[src/include/esm_pkg.sv]
package esm_pkg;

  localparam int CLK_PERIOD_NS = 25;
  localparam int MS_NS = 1000000;
  localparam int MS_CYCLES = (MS_NS + CLK_PERIOD_NS - 1) / CLK_PERIOD_NS;

  // register indices; byte address is four times the index
  localparam logic [3:0] IX_TEMP = 4'h0;
  localparam logic [3:0] IX_HUM = 4'h2;
  localparam logic [3:0] IX_STATUS = 4'h4;
  localparam logic [3:0] IX_ALERT_EN = 4'h7;
  localparam logic [3:0] IX_TEMP_LO = 4'hA;
  localparam logic [3:0] IX_TEMP_HI = 4'hB;
  localparam logic [3:0] IX_HUM_LO = 4'hC;
  localparam logic [3:0] IX_HUM_HI = 4'hD;
  localparam logic [3:0] IX_CFG = 4'hE;
  localparam logic [3:0] IX_MEAS = 4'hF;

  // configuration register fields
  localparam int B_LATCH = 0;
  localparam int B_POL = 1;
  localparam int B_DRV_EN = 2;
  localparam int B_HEAT = 3;
  localparam int B_RATE = 4;

  // measurement register fields
  localparam int M_START = 0;
  localparam int M_TRES = 1;
  localparam int M_HRES = 3;

  // flag and enable positions, status byte holds them at bits [7:3]
  localparam int F_HL = 0;
  localparam int F_HH = 1;
  localparam int F_TL = 2;
  localparam int F_TH = 3;
  localparam int F_DONE = 4;
  localparam int FLAG_LSB = 3;

  localparam logic [7:0] CFG_RST = 8'h00;
  localparam logic [4:0] MEAS_RST = 5'h00;
  localparam logic [4:0] EN_RST = 5'h00;
  localparam logic [15:0] THR_HI_RST = 16'hFFFF;
  localparam logic [15:0] THR_LO_RST = 16'h0000;

  typedef enum logic [1:0] {
    ST_SLEEP = 2'h0,
    ST_TEMP = 2'h1,
    ST_HUM = 2'h3
  } esm_state_t;

  typedef struct packed {
    logic conv;
    logic chan;
  } esm_fe_t;

  typedef struct packed {
    logic [1:0] clk_sync;
    logic [1:0] dat_sync;
    logic clk_prev;
    logic active;
    logic [3:0] pos;
    logic [15:0] shreg;
    logic done;
  } esm_rx_t;

  typedef struct packed {
    esm_state_t st;
    logic wreq;
    logic [31:0] rdata;
    logic [15:0] temp;
    logic [15:0] hum;
    logic [4:0] flags;
    logic [4:0] alert_en;
    logic [15:0] t_lo;
    logic [15:0] t_hi;
    logic [15:0] h_lo;
    logic [15:0] h_hi;
    logic [7:0] cfg;
    logic [4:0] meas;
    logic [15:0] ms_cnt;
    logic [16:0] per_cnt;
    logic conv_start;
    esm_fe_t fe;
    logic alert_pin;
    logic alert_oe_n;
    logic heater;
  } esm_core_t;

  // 2'b00 14 bit, 2'b01 11 bit, 2'b10 9 bit, 2'b11 14 bit
  function automatic logic [3:0] res_bits(input logic [1:0] code);
    case (code)
      2'h1: res_bits = 4'hB;
      2'h2: res_bits = 4'h9;
      default: res_bits = 4'hE;
    endcase
  endfunction : res_bits

  // sampling interval in ms; rate 0 means on demand
  function automatic logic [16:0] interval_ms(input logic [2:0] rate);
    case (rate)
      3'h1: interval_ms = 17'h1D4C0;
      3'h2: interval_ms = 17'h0EA60;
      3'h3: interval_ms = 17'h02710;
      3'h4: interval_ms = 17'h01388;
      3'h5: interval_ms = 17'h003E8;
      3'h6: interval_ms = 17'h001F4;
      3'h7: interval_ms = 17'h000C8;
      default: interval_ms = 17'h00000;
    endcase
  endfunction : interval_ms

endpackage : esm_pkg

[src/rtl/esm_top.sv]
// Our own choices: the register offsets and the Avalon-MM interface to the registers.
`timescale 1ns/1ps
`default_nettype none
module esm_top
  import esm_pkg::*;
#(
  parameter int MS_CYC = MS_CYCLES
) (
  input wire logic clock,
  input wire logic rst_n,
  input wire logic [5:0] avs_address,
  input wire logic avs_read,
  input wire logic avs_write,
  input wire logic [31:0] avs_writedata,
  input wire logic [3:0] avs_byteenable,
  output logic [31:0] avs_readdata,
  output logic avs_waitrequest,
  input wire logic fe_clk,
  input wire logic fe_data,
  output logic fe_conv,
  output logic fe_chan,
  output logic heater_on,
  output logic alert_output_pin,
  output logic alert_output_pin_oe_n
);

  esm_core_t s;
  esm_core_t n;

  logic rx_done;
  logic [15:0] rx_result;
  logic [3:0] rx_nbits;
  logic req;
  logic first;
  logic take;
  logic [3:0] idx;
  logic ms_tick;
  logic auto_go;
  logic [2:0] rate;
  logic latch;
  logic act;
  logic src_ok;

  // byte lanes 0 and 1 carry the 16-bit registers
  function automatic logic [15:0] merge16(
    input logic [15:0] old,
    input logic [31:0] wd,
    input logic [3:0] be
  );
    merge16 = old;
    if (be[0]) begin
      merge16[7:0] = wd[7:0];
    end
    if (be[1]) begin
      merge16[15:8] = wd[15:8];
    end
  endfunction : merge16

  // comparator mode follows the result, latched mode only accumulates
  function automatic logic upd_flag(
    input logic flag,
    input logic en,
    input logic viol,
    input logic comp
  );
    if (comp) begin
      upd_flag = en & viol;
    end else begin
      upd_flag = flag | (en & viol);
    end
  endfunction : upd_flag

  assign rx_nbits = s.fe.chan ? res_bits(s.meas[M_HRES +: 2])
                              : res_bits(s.meas[M_TRES +: 2]);

  esm_fe_rx u_rx (
    .clock(clock),
    .rst_n(rst_n),
    .fe_clk(fe_clk),
    .fe_data(fe_data),
    .start(s.conv_start),
    .nbits(rx_nbits),
    .done(rx_done),
    .result(rx_result)
  );

  always_comb begin
    n = s;
    n.conv_start = 1'b0;
    auto_go = 1'b0;
    act = 1'b0;
    src_ok = 1'b1;
    rate = s.cfg[B_RATE +: 3];
    latch = s.cfg[B_LATCH];
    idx = avs_address[5:2];
    req = avs_read | avs_write;
    // one wait cycle: sample on the first edge, release on the second
    first = req & s.wreq;
    take = req & ~s.wreq;
    n.wreq = ~first;

    if (first && avs_read) begin
      case (idx)
        IX_TEMP: n.rdata = {16'h0000, s.temp};
        IX_HUM: n.rdata = {16'h0000, s.hum};
        IX_STATUS: n.rdata = {24'h000000, s.flags, 3'h0};
        IX_ALERT_EN: n.rdata = {24'h000000, s.alert_en, 3'h0};
        IX_TEMP_LO: n.rdata = {16'h0000, s.t_lo};
        IX_TEMP_HI: n.rdata = {16'h0000, s.t_hi};
        IX_HUM_LO: n.rdata = {16'h0000, s.h_lo};
        IX_HUM_HI: n.rdata = {16'h0000, s.h_hi};
        IX_CFG: n.rdata = {24'h000000, s.cfg};
        IX_MEAS: n.rdata = {27'h0000000, s.meas};
        default: n.rdata = 32'h00000000;
      endcase
      // clear on the same edge the value is captured, so nothing slips between
      if (idx == IX_STATUS) begin
        n.flags[F_DONE] = 1'b0;
        if (!latch) begin
          n.flags[F_TH] = 1'b0;
          n.flags[F_TL] = 1'b0;
          n.flags[F_HH] = 1'b0;
          n.flags[F_HL] = 1'b0;
        end
      end
    end

    ms_tick = (s.ms_cnt == 16'(MS_CYC - 1));
    if (ms_tick) begin
      n.ms_cnt = 16'h0000;
    end else begin
      n.ms_cnt = s.ms_cnt + 16'h0001;
    end

    if (rate == 3'h0) begin
      n.per_cnt = 17'h00000;
    end else if (ms_tick) begin
      // a rate change takes effect at the next compare, no restart
      if (s.per_cnt >= interval_ms(rate) - 17'h00001) begin
        n.per_cnt = 17'h00000;
        auto_go = 1'b1;
      end else begin
        n.per_cnt = s.per_cnt + 17'h00001;
      end
    end

    // flag sets below come after the read clear, so a set wins
    case (s.st)
      ST_SLEEP: begin
        if (s.meas[M_START] || auto_go) begin
          n.meas[M_START] = 1'b0;
          n.st = ST_TEMP;
          n.conv_start = 1'b1;
          n.fe.conv = 1'b1;
          n.fe.chan = 1'b0;
        end
      end
      ST_TEMP: begin
        if (rx_done) begin
          n.temp = rx_result;
          n.flags[F_TH] = upd_flag(s.flags[F_TH], s.alert_en[F_TH],
                                   rx_result > s.t_hi, latch);
          n.flags[F_TL] = upd_flag(s.flags[F_TL], s.alert_en[F_TL],
                                   rx_result < s.t_lo, latch);
          if (s.alert_en[F_DONE]) begin
            n.flags[F_DONE] = 1'b1;
          end
          n.st = ST_HUM;
          n.conv_start = 1'b1;
          n.fe.chan = 1'b1;
        end
      end
      ST_HUM: begin
        if (rx_done) begin
          n.hum = rx_result;
          n.flags[F_HH] = upd_flag(s.flags[F_HH], s.alert_en[F_HH],
                                   rx_result > s.h_hi, latch);
          n.flags[F_HL] = upd_flag(s.flags[F_HL], s.alert_en[F_HL],
                                   rx_result < s.h_lo, latch);
          if (s.alert_en[F_DONE]) begin
            n.flags[F_DONE] = 1'b1;
          end
          n.st = ST_SLEEP;
          n.fe.conv = 1'b0;
          n.fe.chan = 1'b0;
        end
      end
      default: begin
        n.st = ST_SLEEP;
        n.fe.conv = 1'b0;
        n.fe.chan = 1'b0;
      end
    endcase

    if (take && avs_write) begin
      case (idx)
        IX_ALERT_EN: begin
          if (avs_byteenable[0]) begin
            n.alert_en = avs_writedata[FLAG_LSB +: 5];
          end
        end
        IX_TEMP_LO: n.t_lo = merge16(s.t_lo, avs_writedata, avs_byteenable);
        IX_TEMP_HI: n.t_hi = merge16(s.t_hi, avs_writedata, avs_byteenable);
        IX_HUM_LO: n.h_lo = merge16(s.h_lo, avs_writedata, avs_byteenable);
        IX_HUM_HI: n.h_hi = merge16(s.h_hi, avs_writedata, avs_byteenable);
        IX_CFG: begin
          if (avs_byteenable[0]) begin
            n.cfg = avs_writedata[7:0];
          end
        end
        IX_MEAS: begin
          if (avs_byteenable[0]) begin
            n.meas = avs_writedata[4:0];
          end
        end
        default: begin
        end
      endcase
    end

    // alert source by fixed priority, one at a time
    if (n.alert_en[F_TH]) begin
      act = n.flags[F_TH];
    end else if (n.alert_en[F_TL]) begin
      act = n.flags[F_TL];
    end else if (n.alert_en[F_HH]) begin
      act = n.flags[F_HH];
    end else if (n.alert_en[F_HL]) begin
      act = n.flags[F_HL];
    end else if (n.alert_en[F_DONE]) begin
      act = n.flags[F_DONE];
      src_ok = ~n.cfg[B_LATCH];
    end

    n.alert_oe_n = ~(n.cfg[B_DRV_EN] & src_ok);
    n.alert_pin = n.cfg[B_POL] ? act : ~act;
    n.heater = n.cfg[B_HEAT];
  end

  always_ff @(posedge clock or negedge rst_n) begin
    if (!rst_n) begin
      s <= '{st: ST_SLEEP,
             wreq: 1'b1,
             cfg: CFG_RST,
             meas: MEAS_RST,
             alert_en: EN_RST,
             t_hi: THR_HI_RST,
             t_lo: THR_LO_RST,
             h_hi: THR_HI_RST,
             h_lo: THR_LO_RST,
             alert_pin: 1'b1,
             alert_oe_n: 1'b1,
             default: '0};
    end else begin
      s <= n;
    end
  end

  assign avs_readdata = s.rdata;
  assign avs_waitrequest = s.wreq;
  assign fe_conv = s.fe.conv;
  assign fe_chan = s.fe.chan;
  assign heater_on = s.heater;
  assign alert_output_pin = s.alert_pin;
  assign alert_output_pin_oe_n = s.alert_oe_n;

endmodule : esm_top
`default_nettype wire

[src/rtl/esm_fe_rx.sv]
`timescale 1ns/1ps
`default_nettype none
module esm_fe_rx
  import esm_pkg::*;
(
  input wire logic clock,
  input wire logic rst_n,
  input wire logic fe_clk,
  input wire logic fe_data,
  input wire logic start,
  input wire logic [3:0] nbits,
  output logic done,
  output logic [15:0] result
);

  esm_rx_t s;
  esm_rx_t n;
  logic rise;

  always_comb begin
    n = s;
    n.done = 1'b0;
    n.clk_sync = {s.clk_sync[0], fe_clk};
    n.dat_sync = {s.dat_sync[0], fe_data};
    n.clk_prev = s.clk_sync[1];
    rise = s.clk_sync[1] & ~s.clk_prev;
    if (start) begin
      n.active = 1'b1;
      n.pos = 4'h0;
      n.shreg = 16'h0000;
    end else if (s.active && rise) begin
      // msb first, left aligned so every resolution compares alike
      n.shreg[4'hF - s.pos] = s.dat_sync[1];
      n.pos = s.pos + 4'h1;
      if (s.pos == nbits - 4'h1) begin
        n.active = 1'b0;
        n.done = 1'b1;
      end
    end
  end

  always_ff @(posedge clock or negedge rst_n) begin
    if (!rst_n) begin
      s <= '{default: '0};
    end else begin
      s <= n;
    end
  end

  assign done = s.done;
  assign result = s.shreg;

endmodule : esm_fe_rx
`default_nettype wire

[config.mk]
export PLATFORM = sky130hd
export DESIGN_NAME = esm_top
export DESIGN_NICKNAME = d
export VERILOG_FILES = /design/src/include/esm_pkg.sv /design/src/rtl/esm_top.sv /design/src/rtl/esm_fe_rx.sv
export SDC_FILE = /design/constraint.sdc
export NUM_CORES = 1
export LEC_CHECK = 0
export BUFFER_PORTS_ARGS = -buffer_cell sky130_fd_sc_hd__buf_2
export CAP_MARGIN = 5
export CORE_ASPECT_RATIO = 0.75
export CORE_MARGIN = 3
export CORE_UTILIZATION = 35
export DETAILED_ROUTE_END_ITERATION = 10
export GPL_ROUTABILITY_DRIVEN = 0
export SLEW_MARGIN = 5
export SYNTH_ARGS = -nofsm -noshare
export SYNTH_HDL_FRONTEND = slang
export SYNTH_SLANG_ARGS = --single-unit
[constraint.sdc]
create_clock -name clock -period 5.8 [get_ports clock]
set_clock_uncertainty 0.2 [all_clocks]
set_input_delay 1.16 -clock clock [delete_from_list [all_inputs] [get_ports clock]]
set_output_delay 1.16 -clock clock [all_outputs]
set_load 0.005 [all_outputs]
* Word-level counts from Yosys, hierarchy flattened
Cells that the tools add are included.
W data, S select, Z words.
** Operators by class
- Mux-type cells :: 78
- $add $sub $neg :: 6
- Reduce and logical (&&, ||, !) cells :: 26
- Order comparisons :: 7
- Bitwise logic cells :: 20
- Equal/unequal tests :: 27
** Operators with widths (number)
- $pmux W16 S10 :: 1
- $pmux W17 S7 :: 1
- $mux W17 :: 5
- $mux W82 :: 1
- $mux W16 :: 5
- $mux W8 :: 10
- $reduce_and A3 Y1 :: 12
- $gt A16 B16 Y1 :: 2
- $lt A16 B16 Y1 :: 2
- $mux W5 :: 6
- $mux W1 :: 28
- $eq A4 B4 Y1 const B :: 6
- $mux W22 :: 1
- $mux W21 :: 1
- $add A17 B1 Y17 const B :: 1
- $ge A17 B17 Y1 :: 1
- $sub A17 B1 Y17 const B :: 1
- $add A16 B1 Y16 const B :: 1
- $bwmux W16 :: 1
- $eq A16 B16 Y1 const B :: 1
- $eq A3 B3 Y1 const B :: 4
- $mux W2 :: 6
- $pmux W3 S2 :: 2
- $and A1 B1 Y1 :: 8
- other kinds (29) :: 57
** Word-level totals
- Logic and storage cells :: 198
- Register bits :: 220
- Input bits :: 48
- Output and inout bits :: 38

* Depth between registers and ports, before layout
- Depth after elaboration :: 23
- Mapped depth :: 23
- Depth with buffers taken out :: 19

* Modules after synthesis
From an unflattened synthesis, not the netlist that was laid out.
** Unflattened totals
- Cells, all modules :: 1211
- Area total of the unflattened synthesis :: 11473.5 sq um
** Modules (own cells, without submodules)
- esm_top :: area each 10050.9 sq um, cells each 1066, instances 1, seq. area each 4423.0 sq um
- esm_fe_rx :: area each 1422.6 sq um, cells each 145, instances 1, seq. area each 675.6 sq um

* Least setup slack after synthesis
Ideal clock, no wire load.
- Path kind :: register -> register
- From :: reg s, in the netlist rate[1]
- To :: reg s[12] (netlist bit)
- Clock period less this slack :: 4.973 ns
- Stages on the path, launching flop included :: 21
- Data arrival time :: 4.707 ns
- Library setup time :: 0.065 ns
- Required time :: 5.535 ns
- Buffers on the path :: 3
- Setup slack :: 0.827 ns
- Path through :: dfrtp_1 -> clkbuf_1 -> clkbuf_1 -> inv_1 -> ha_1 -> clkbuf_1 -> or3_1 -> a41oi_1 -> ha_1 -> nand2_1 -> nor4_1 -> nor4_1 -> a21o_1 -> a221oi_1 -> ha_1 -> and4_1 -> nor3b_1 -> a221oi_2 -> o211ai_4 -> or3b_1 -> nand2_1
** On the way
- Cells in the longest elaborated chain, start to end :: 9
- Elaborated cells on any way between the ends :: 17
- Classes of those cells :: add/sub (1); order compare (1); eq/ne (7); mux (6); reduce/logical (2)
** Ends and longest elaborated chain
- start: declaration :: RTL line esm_top.sv:27 : esm_core_t s;
- start signal: assignment :: RTL line esm_top.sv:242 : s <= '{st: ST_SLEEP,
- start signal: assignment :: RTL line esm_top.sv:255 : s <= n;
- $eq A3 B3 Y1 (tied with other cells) :: RTL line esm_pkg.sv:100 : case (rate)
- $pmux W17 S7 :: RTL line esm_pkg.sv:100
- $mux W17 :: RTL line esm_top.sv:137 : end else if (ms_tick) begin
- $mux W17 :: RTL line esm_top.sv:135 : if (rate == 3'h0) begin
- $sub A17 B1 Y17 :: RTL line esm_top.sv:139 : if (s.per_cnt >= interval_ms(rate) - 17'h00001) begin
- $ge A17 B17 Y1 :: RTL line esm_top.sv:139
- $mux W17 :: RTL line esm_top.sv:139
- $mux W17 :: RTL line esm_top.sv:137
- $mux W17 :: RTL line esm_top.sv:135
Several ways; a longest one is shown, not always the timed one. The select of a mux whose other input is x is not followed.
A chain may end at the register's enable or synchronous reset.

* Worst setup path in the final report
- From :: reg s, in the netlist rate[1]
- To :: reg s[22] (netlist bit)
The elaborated chain is that of the path after synthesis.

==> summary.md <==
The flow ran to the end, and the final reports show no timing, DRC or antenna violations. The antenna violation net count after detailed routing was 0. Number of endpoints with negative hold slack in the final report: 0.

Subtracting the final worst setup slack from the clock period gives 5.09 ns. STA classifies the critical path startpoint as a flop. At the pin with the least slew margin, the transition time is 1.29 ns.

Detailed routing placed a total of 12.9 mm of wire on met2. The final count of pins violating max slew came out at 0. Count of nets after finishing: 1370. The initial utilization of the core area, before any placement, comes to 36.3%.

The die is 216 um wide. The endpoint class of the critical path is a flop. Setup repair after global routing left no endpoint under its margin.

The number of gates resized after CTS was 0. The logs give 0 for the total inserted antenna cells and 1 for the total number of H-tree levels. For the number of vias in the routed layout, the log shows 9144. The synthesized netlist contains 67 unique library cells. Cell at the slowest stage of the critical path: sky130_fd_sc_hd__nor4_1.

The routed wire length per instance is 19.4 um, and the detailed-router iteration count before antenna repair is 7. The portion of the post-synthesis area used by sequential elements is 44.1%. The area added between synthesis and finish is 11.6%. The tools report the number of antenna violations at the first check in global routing as 2. The tools report the routed length on met3 as 3.09 mm. After clock tree synthesis, the clock-pin slew on the worst setup and hold paths is 0.06 ns. STA puts the critical path data required time at 6.05 ns. The logs give 3 for the number of buffers on the longest clock path and 0 for the number of synthesis warnings. The detailed-route vias per instance came out at 5.44. For the worst setup path, the data arrival time is 5.34 ns. Detailed placement finished with a half-perimeter wire length of 23.8 mm. The cell sitting at the root of the clock tree is a sky130_fd_sc_hd__clkbuf_16. Global-route wire length before repair: 51.0 mm. The quantity of I/O buffers inserted on ports is 49. The number of max-capacitance violations reported was 0. The maximum number of pins on one net before global-route repair came out at 106. In this run the power density over the cells is 362 nW/um^2. The tools report the cell area after synthesis as 11600 um^2. The final setup slack of the worst path is 0.706 ns. The critical path's top delay family is simple AND/OR/NAND/NOR gates. Adding up every negative setup slack in the final design gives 0 ns.

After synthesis, the share of flip-flops with an asynchronous set or reset is 100%. Of the cells placed in the final design, the portion with a size suffix greater than 1 is 15.5%. The synthesized design contains 0 enable-type register cells. Synthesis produced a netlist whose cell count is 1207. Derived from the worst setup path, the maximum achievable clock frequency is 0.196 GHz. The detailed router finished its first iteration with 1124 violations.

Count of fill cells added during filler insertion: 3141. The min-delay analysis places its worst path in the category reg2reg. Final hold analysis gives a worst-case slack of 0.158 ns. The TritonCTS buffer count was 23; the ratio of final minimum period to clock period was 87.8%.

The post-synthesis sequential element count was 202. The most used flip-flop cell after synthesis is sky130_fd_sc_hd__dfrtp_1. The floorplan has 56 rows. Topmost layer with routed signal wires: met5.

In this run the tightest slew margin relative to its limit is 13.5%. The floorplan step defined a die boundary enclosing 35300 um^2. TritonCTS built the clock tree.

In this run the vertical extent of the chip is 163 um. The pre-CTS setup slack is 0.701 ns, and the overall overflow remaining after global route is 0. After clock tree synthesis, the flow added hold-fix buffers numbering 0. The routed design has 32.7 mm of wire. Critical setup path kind: reg2reg. In this run the worst path has a maximum fanout of 22. Number of global-route vias before repair: 8582. Walking the worst path, the cells encountered are buf_4 -> ha_1 -> or3_1 -> a41oi_1 -> ha_1 -> nand2_1 -> nor4_1 -> nor4_1 -> a21o_1 -> a221oi_1 -> ha_1 -> and4_1 -> nor3b_1 -> a221oi_2 -> o21ai_1 -> nand2_1 -> nand2_1 -> nor2_1.

86 I/O pins were placed. In the routed design, unresolved DRC markers number 0. The leakage power figure was 6.15 nW. The sum of routed wire segments on met1 came out at 16.2 mm. The logs give 0 for the post-CTS setup buffer count and 0.53 ns for the insertion delay of the later-clocked pin in the worst-skew pair. The largest single stage delay on the critical path is 0.48 ns. The post-synthesis area per instance was 9.58 um^2. The number of buffers and inverters on the critical path came out at 1. The worst-case IR drop observed on VDD is 177 uV. For the core outline area, the log shows 31900 um^2. CTS saw 202 sinks.

Setup violations remaining at the end of the flow were counted as 0. Total routing resource utilization after global routing: 18.4%.
per-layer routing:
layer / up-vias / track usage [%]
li1: 4287 / -
met1: 4494 / 29.0
met2: 324 / 25.2
met3: 35 / 5.11
met4: 4 / 2.92
met5: - / 0
final cells by class:
class	instances	area [um^2]	share of cell area, %
Clock buffer	31	666	5.16
Timing Repair Buffer	62	364	2.82
Clock inverter	11	125	0.970
Tap cell	435	544	4.22
Multi-Input combinational cell	854	5780	44.8
Sequential cell	202	5100	39.5
Inverter	86	323	2.50
power breakdown:
group	total [W]	internal, W	switching, W
logic	0.00117	0.000476	0.000696
registers	0.00198	0.00168	0.000300
clock network	0.00152	0.000900	0.000620
total	0.00467	0.00305	0.00162
metrics by stage:
step	instance area [um^2]	utilization, %	cells	power (W)
after CTS	12900	40.5	1681	0.00469
final	12900	40.5	1681	0.00467
after global placement	12100	38.0	1639	0.00310
after floorplan	11600	-	1222	0.00273
after global routing	12900	40.5	1681	0.00496
after detailed placement	12100	38.0	1639	0.00315
layout by cell type, fill, tap and decap left out, types with 4 or more instances in the layout:
cell type                     n
sky130_fd_sc_hd__nand2_1    146
sky130_fd_sc_hd__clkbuf_16   23
sky130_fd_sc_hd__a21o_1      10
sky130_fd_sc_hd__a222oi_1     9
sky130_fd_sc_hd__o31ai_1      6
sky130_fd_sc_hd__mux2_2      44
sky130_fd_sc_hd__dfrtp_1    167
sky130_fd_sc_hd__or3_1        5
sky130_fd_sc_hd__dfstp_2     35
sky130_fd_sc_hd__a211oi_1     8
sky130_fd_sc_hd__clkbuf_8     7
sky130_fd_sc_hd__a21oi_1     40
sky130_fd_sc_hd__nand2b_1     7
sky130_fd_sc_hd__nor4_1       4
sky130_fd_sc_hd__nor2b_1      9
sky130_fd_sc_hd__a22oi_1     29
sky130_fd_sc_hd__o211ai_1     9
sky130_fd_sc_hd__and3_1      13
sky130_fd_sc_hd__ha_1        93
sky130_fd_sc_hd__o21ai_0    121
sky130_fd_sc_hd__nor2_1      84
sky130_fd_sc_hd__nor3_1      18
sky130_fd_sc_hd__a221oi_1     6
sky130_fd_sc_hd__o22ai_1      4
sky130_fd_sc_hd__inv_1       86
sky130_fd_sc_hd__mux2i_1     12
sky130_fd_sc_hd__o2111ai_1    9
sky130_fd_sc_hd__nand3_1     25
sky130_fd_sc_hd__xnor2_1     19
sky130_fd_sc_hd__a22o_1      21
sky130_fd_sc_hd__buf_4       12
sky130_fd_sc_hd__conb_1      16
sky130_fd_sc_hd__nor3b_1      6
sky130_fd_sc_hd__clkinv_2     6
sky130_fd_sc_hd__nand3b_1     4
sky130_fd_sc_hd__xor2_1      19
sky130_fd_sc_hd__nand4_1     14
sky130_fd_sc_hd__buf_2       48
final timing paths:
check	startpoint	end	slack, ns	cells past startpoint
hold / removal	u_rx.n[26]	u_rx.n[22]	0.16	0
min in group asynchronous	rst_n	avs_readdata[14]	0.50	1
max in group asynchronous	rst_n	rate[0]	3.80	2
setup / recovery	rate[1]	s[22]	0.71	18
setup reg to reg	rate[1]	s[22]	0.71	18
hold reg to reg	u_rx.n[26]	u_rx.n[22]	0.16	0
cell usage after synthesis (10+ instances only):
cell type / number / area share (%)
sky130_fd_sc_hd__and3_1: 13 / 0.70
sky130_fd_sc_hd__ha_1: 93 / 10
sky130_fd_sc_hd__nand2_1: 146 / 4.7
sky130_fd_sc_hd__mux2i_1: 12 / 1.0
sky130_fd_sc_hd__dfrtp_1: 167 / 36
sky130_fd_sc_hd__o21ai_0: 121 / 5.2
sky130_fd_sc_hd__xor2_1: 19 / 1.4
sky130_fd_sc_hd__nand3_1: 25 / 1.1
sky130_fd_sc_hd__mux2_2: 44 / 4.3
sky130_fd_sc_hd__a22oi_1: 29 / 1.9
sky130_fd_sc_hd__nor3_1: 20 / 0.87
sky130_fd_sc_hd__clkbuf_1: 35 / 1.1
sky130_fd_sc_hd__inv_1: 86 / 2.8
sky130_fd_sc_hd__nor2_1: 84 / 2.7
sky130_fd_sc_hd__buf_4: 33 / 2.1
sky130_fd_sc_hd__a21oi_1: 40 / 1.7
sky130_fd_sc_hd__xnor2_1: 19 / 1.4
sky130_fd_sc_hd__a22o_1: 21 / 1.6
sky130_fd_sc_hd__a21o_1: 10 / 0.65
sky130_fd_sc_hd__nand4_1: 14 / 0.76
sky130_fd_sc_hd__dfstp_2: 35 / 8.0
cell families (layout without fill, tap and decap cells):
kind of cell / after synthesis / count (layout) / share of synthesized area, %
flip-flops: 202 / 202 / 44.1
AO/OA/AOI/OAI: 297 / 297 / 16.7
buffers and inverters: 166 / 190 / 6.54
multiplexers: 56 / 56 / 5.32
adder cells (fa/ha/maj): 93 / 93 / 10.1
AND/OR/NAND/NOR: 354 / 354 / 14.3
other: 1 / 16 / 0.0324
XOR/XNOR: 38 / 38 / 2.88
registers in the layout (all words and copies together), names as in the netlist, 3 cells and up:
| register | count |
|---|---|
| u_rx.n | 3 |
| rate | 3 |
| u_rx.s | 7 |
| s | 151 |
| u_rx.result | 16 |
| avs_readdata | 16 |
(Power assumes the default switching activity.)
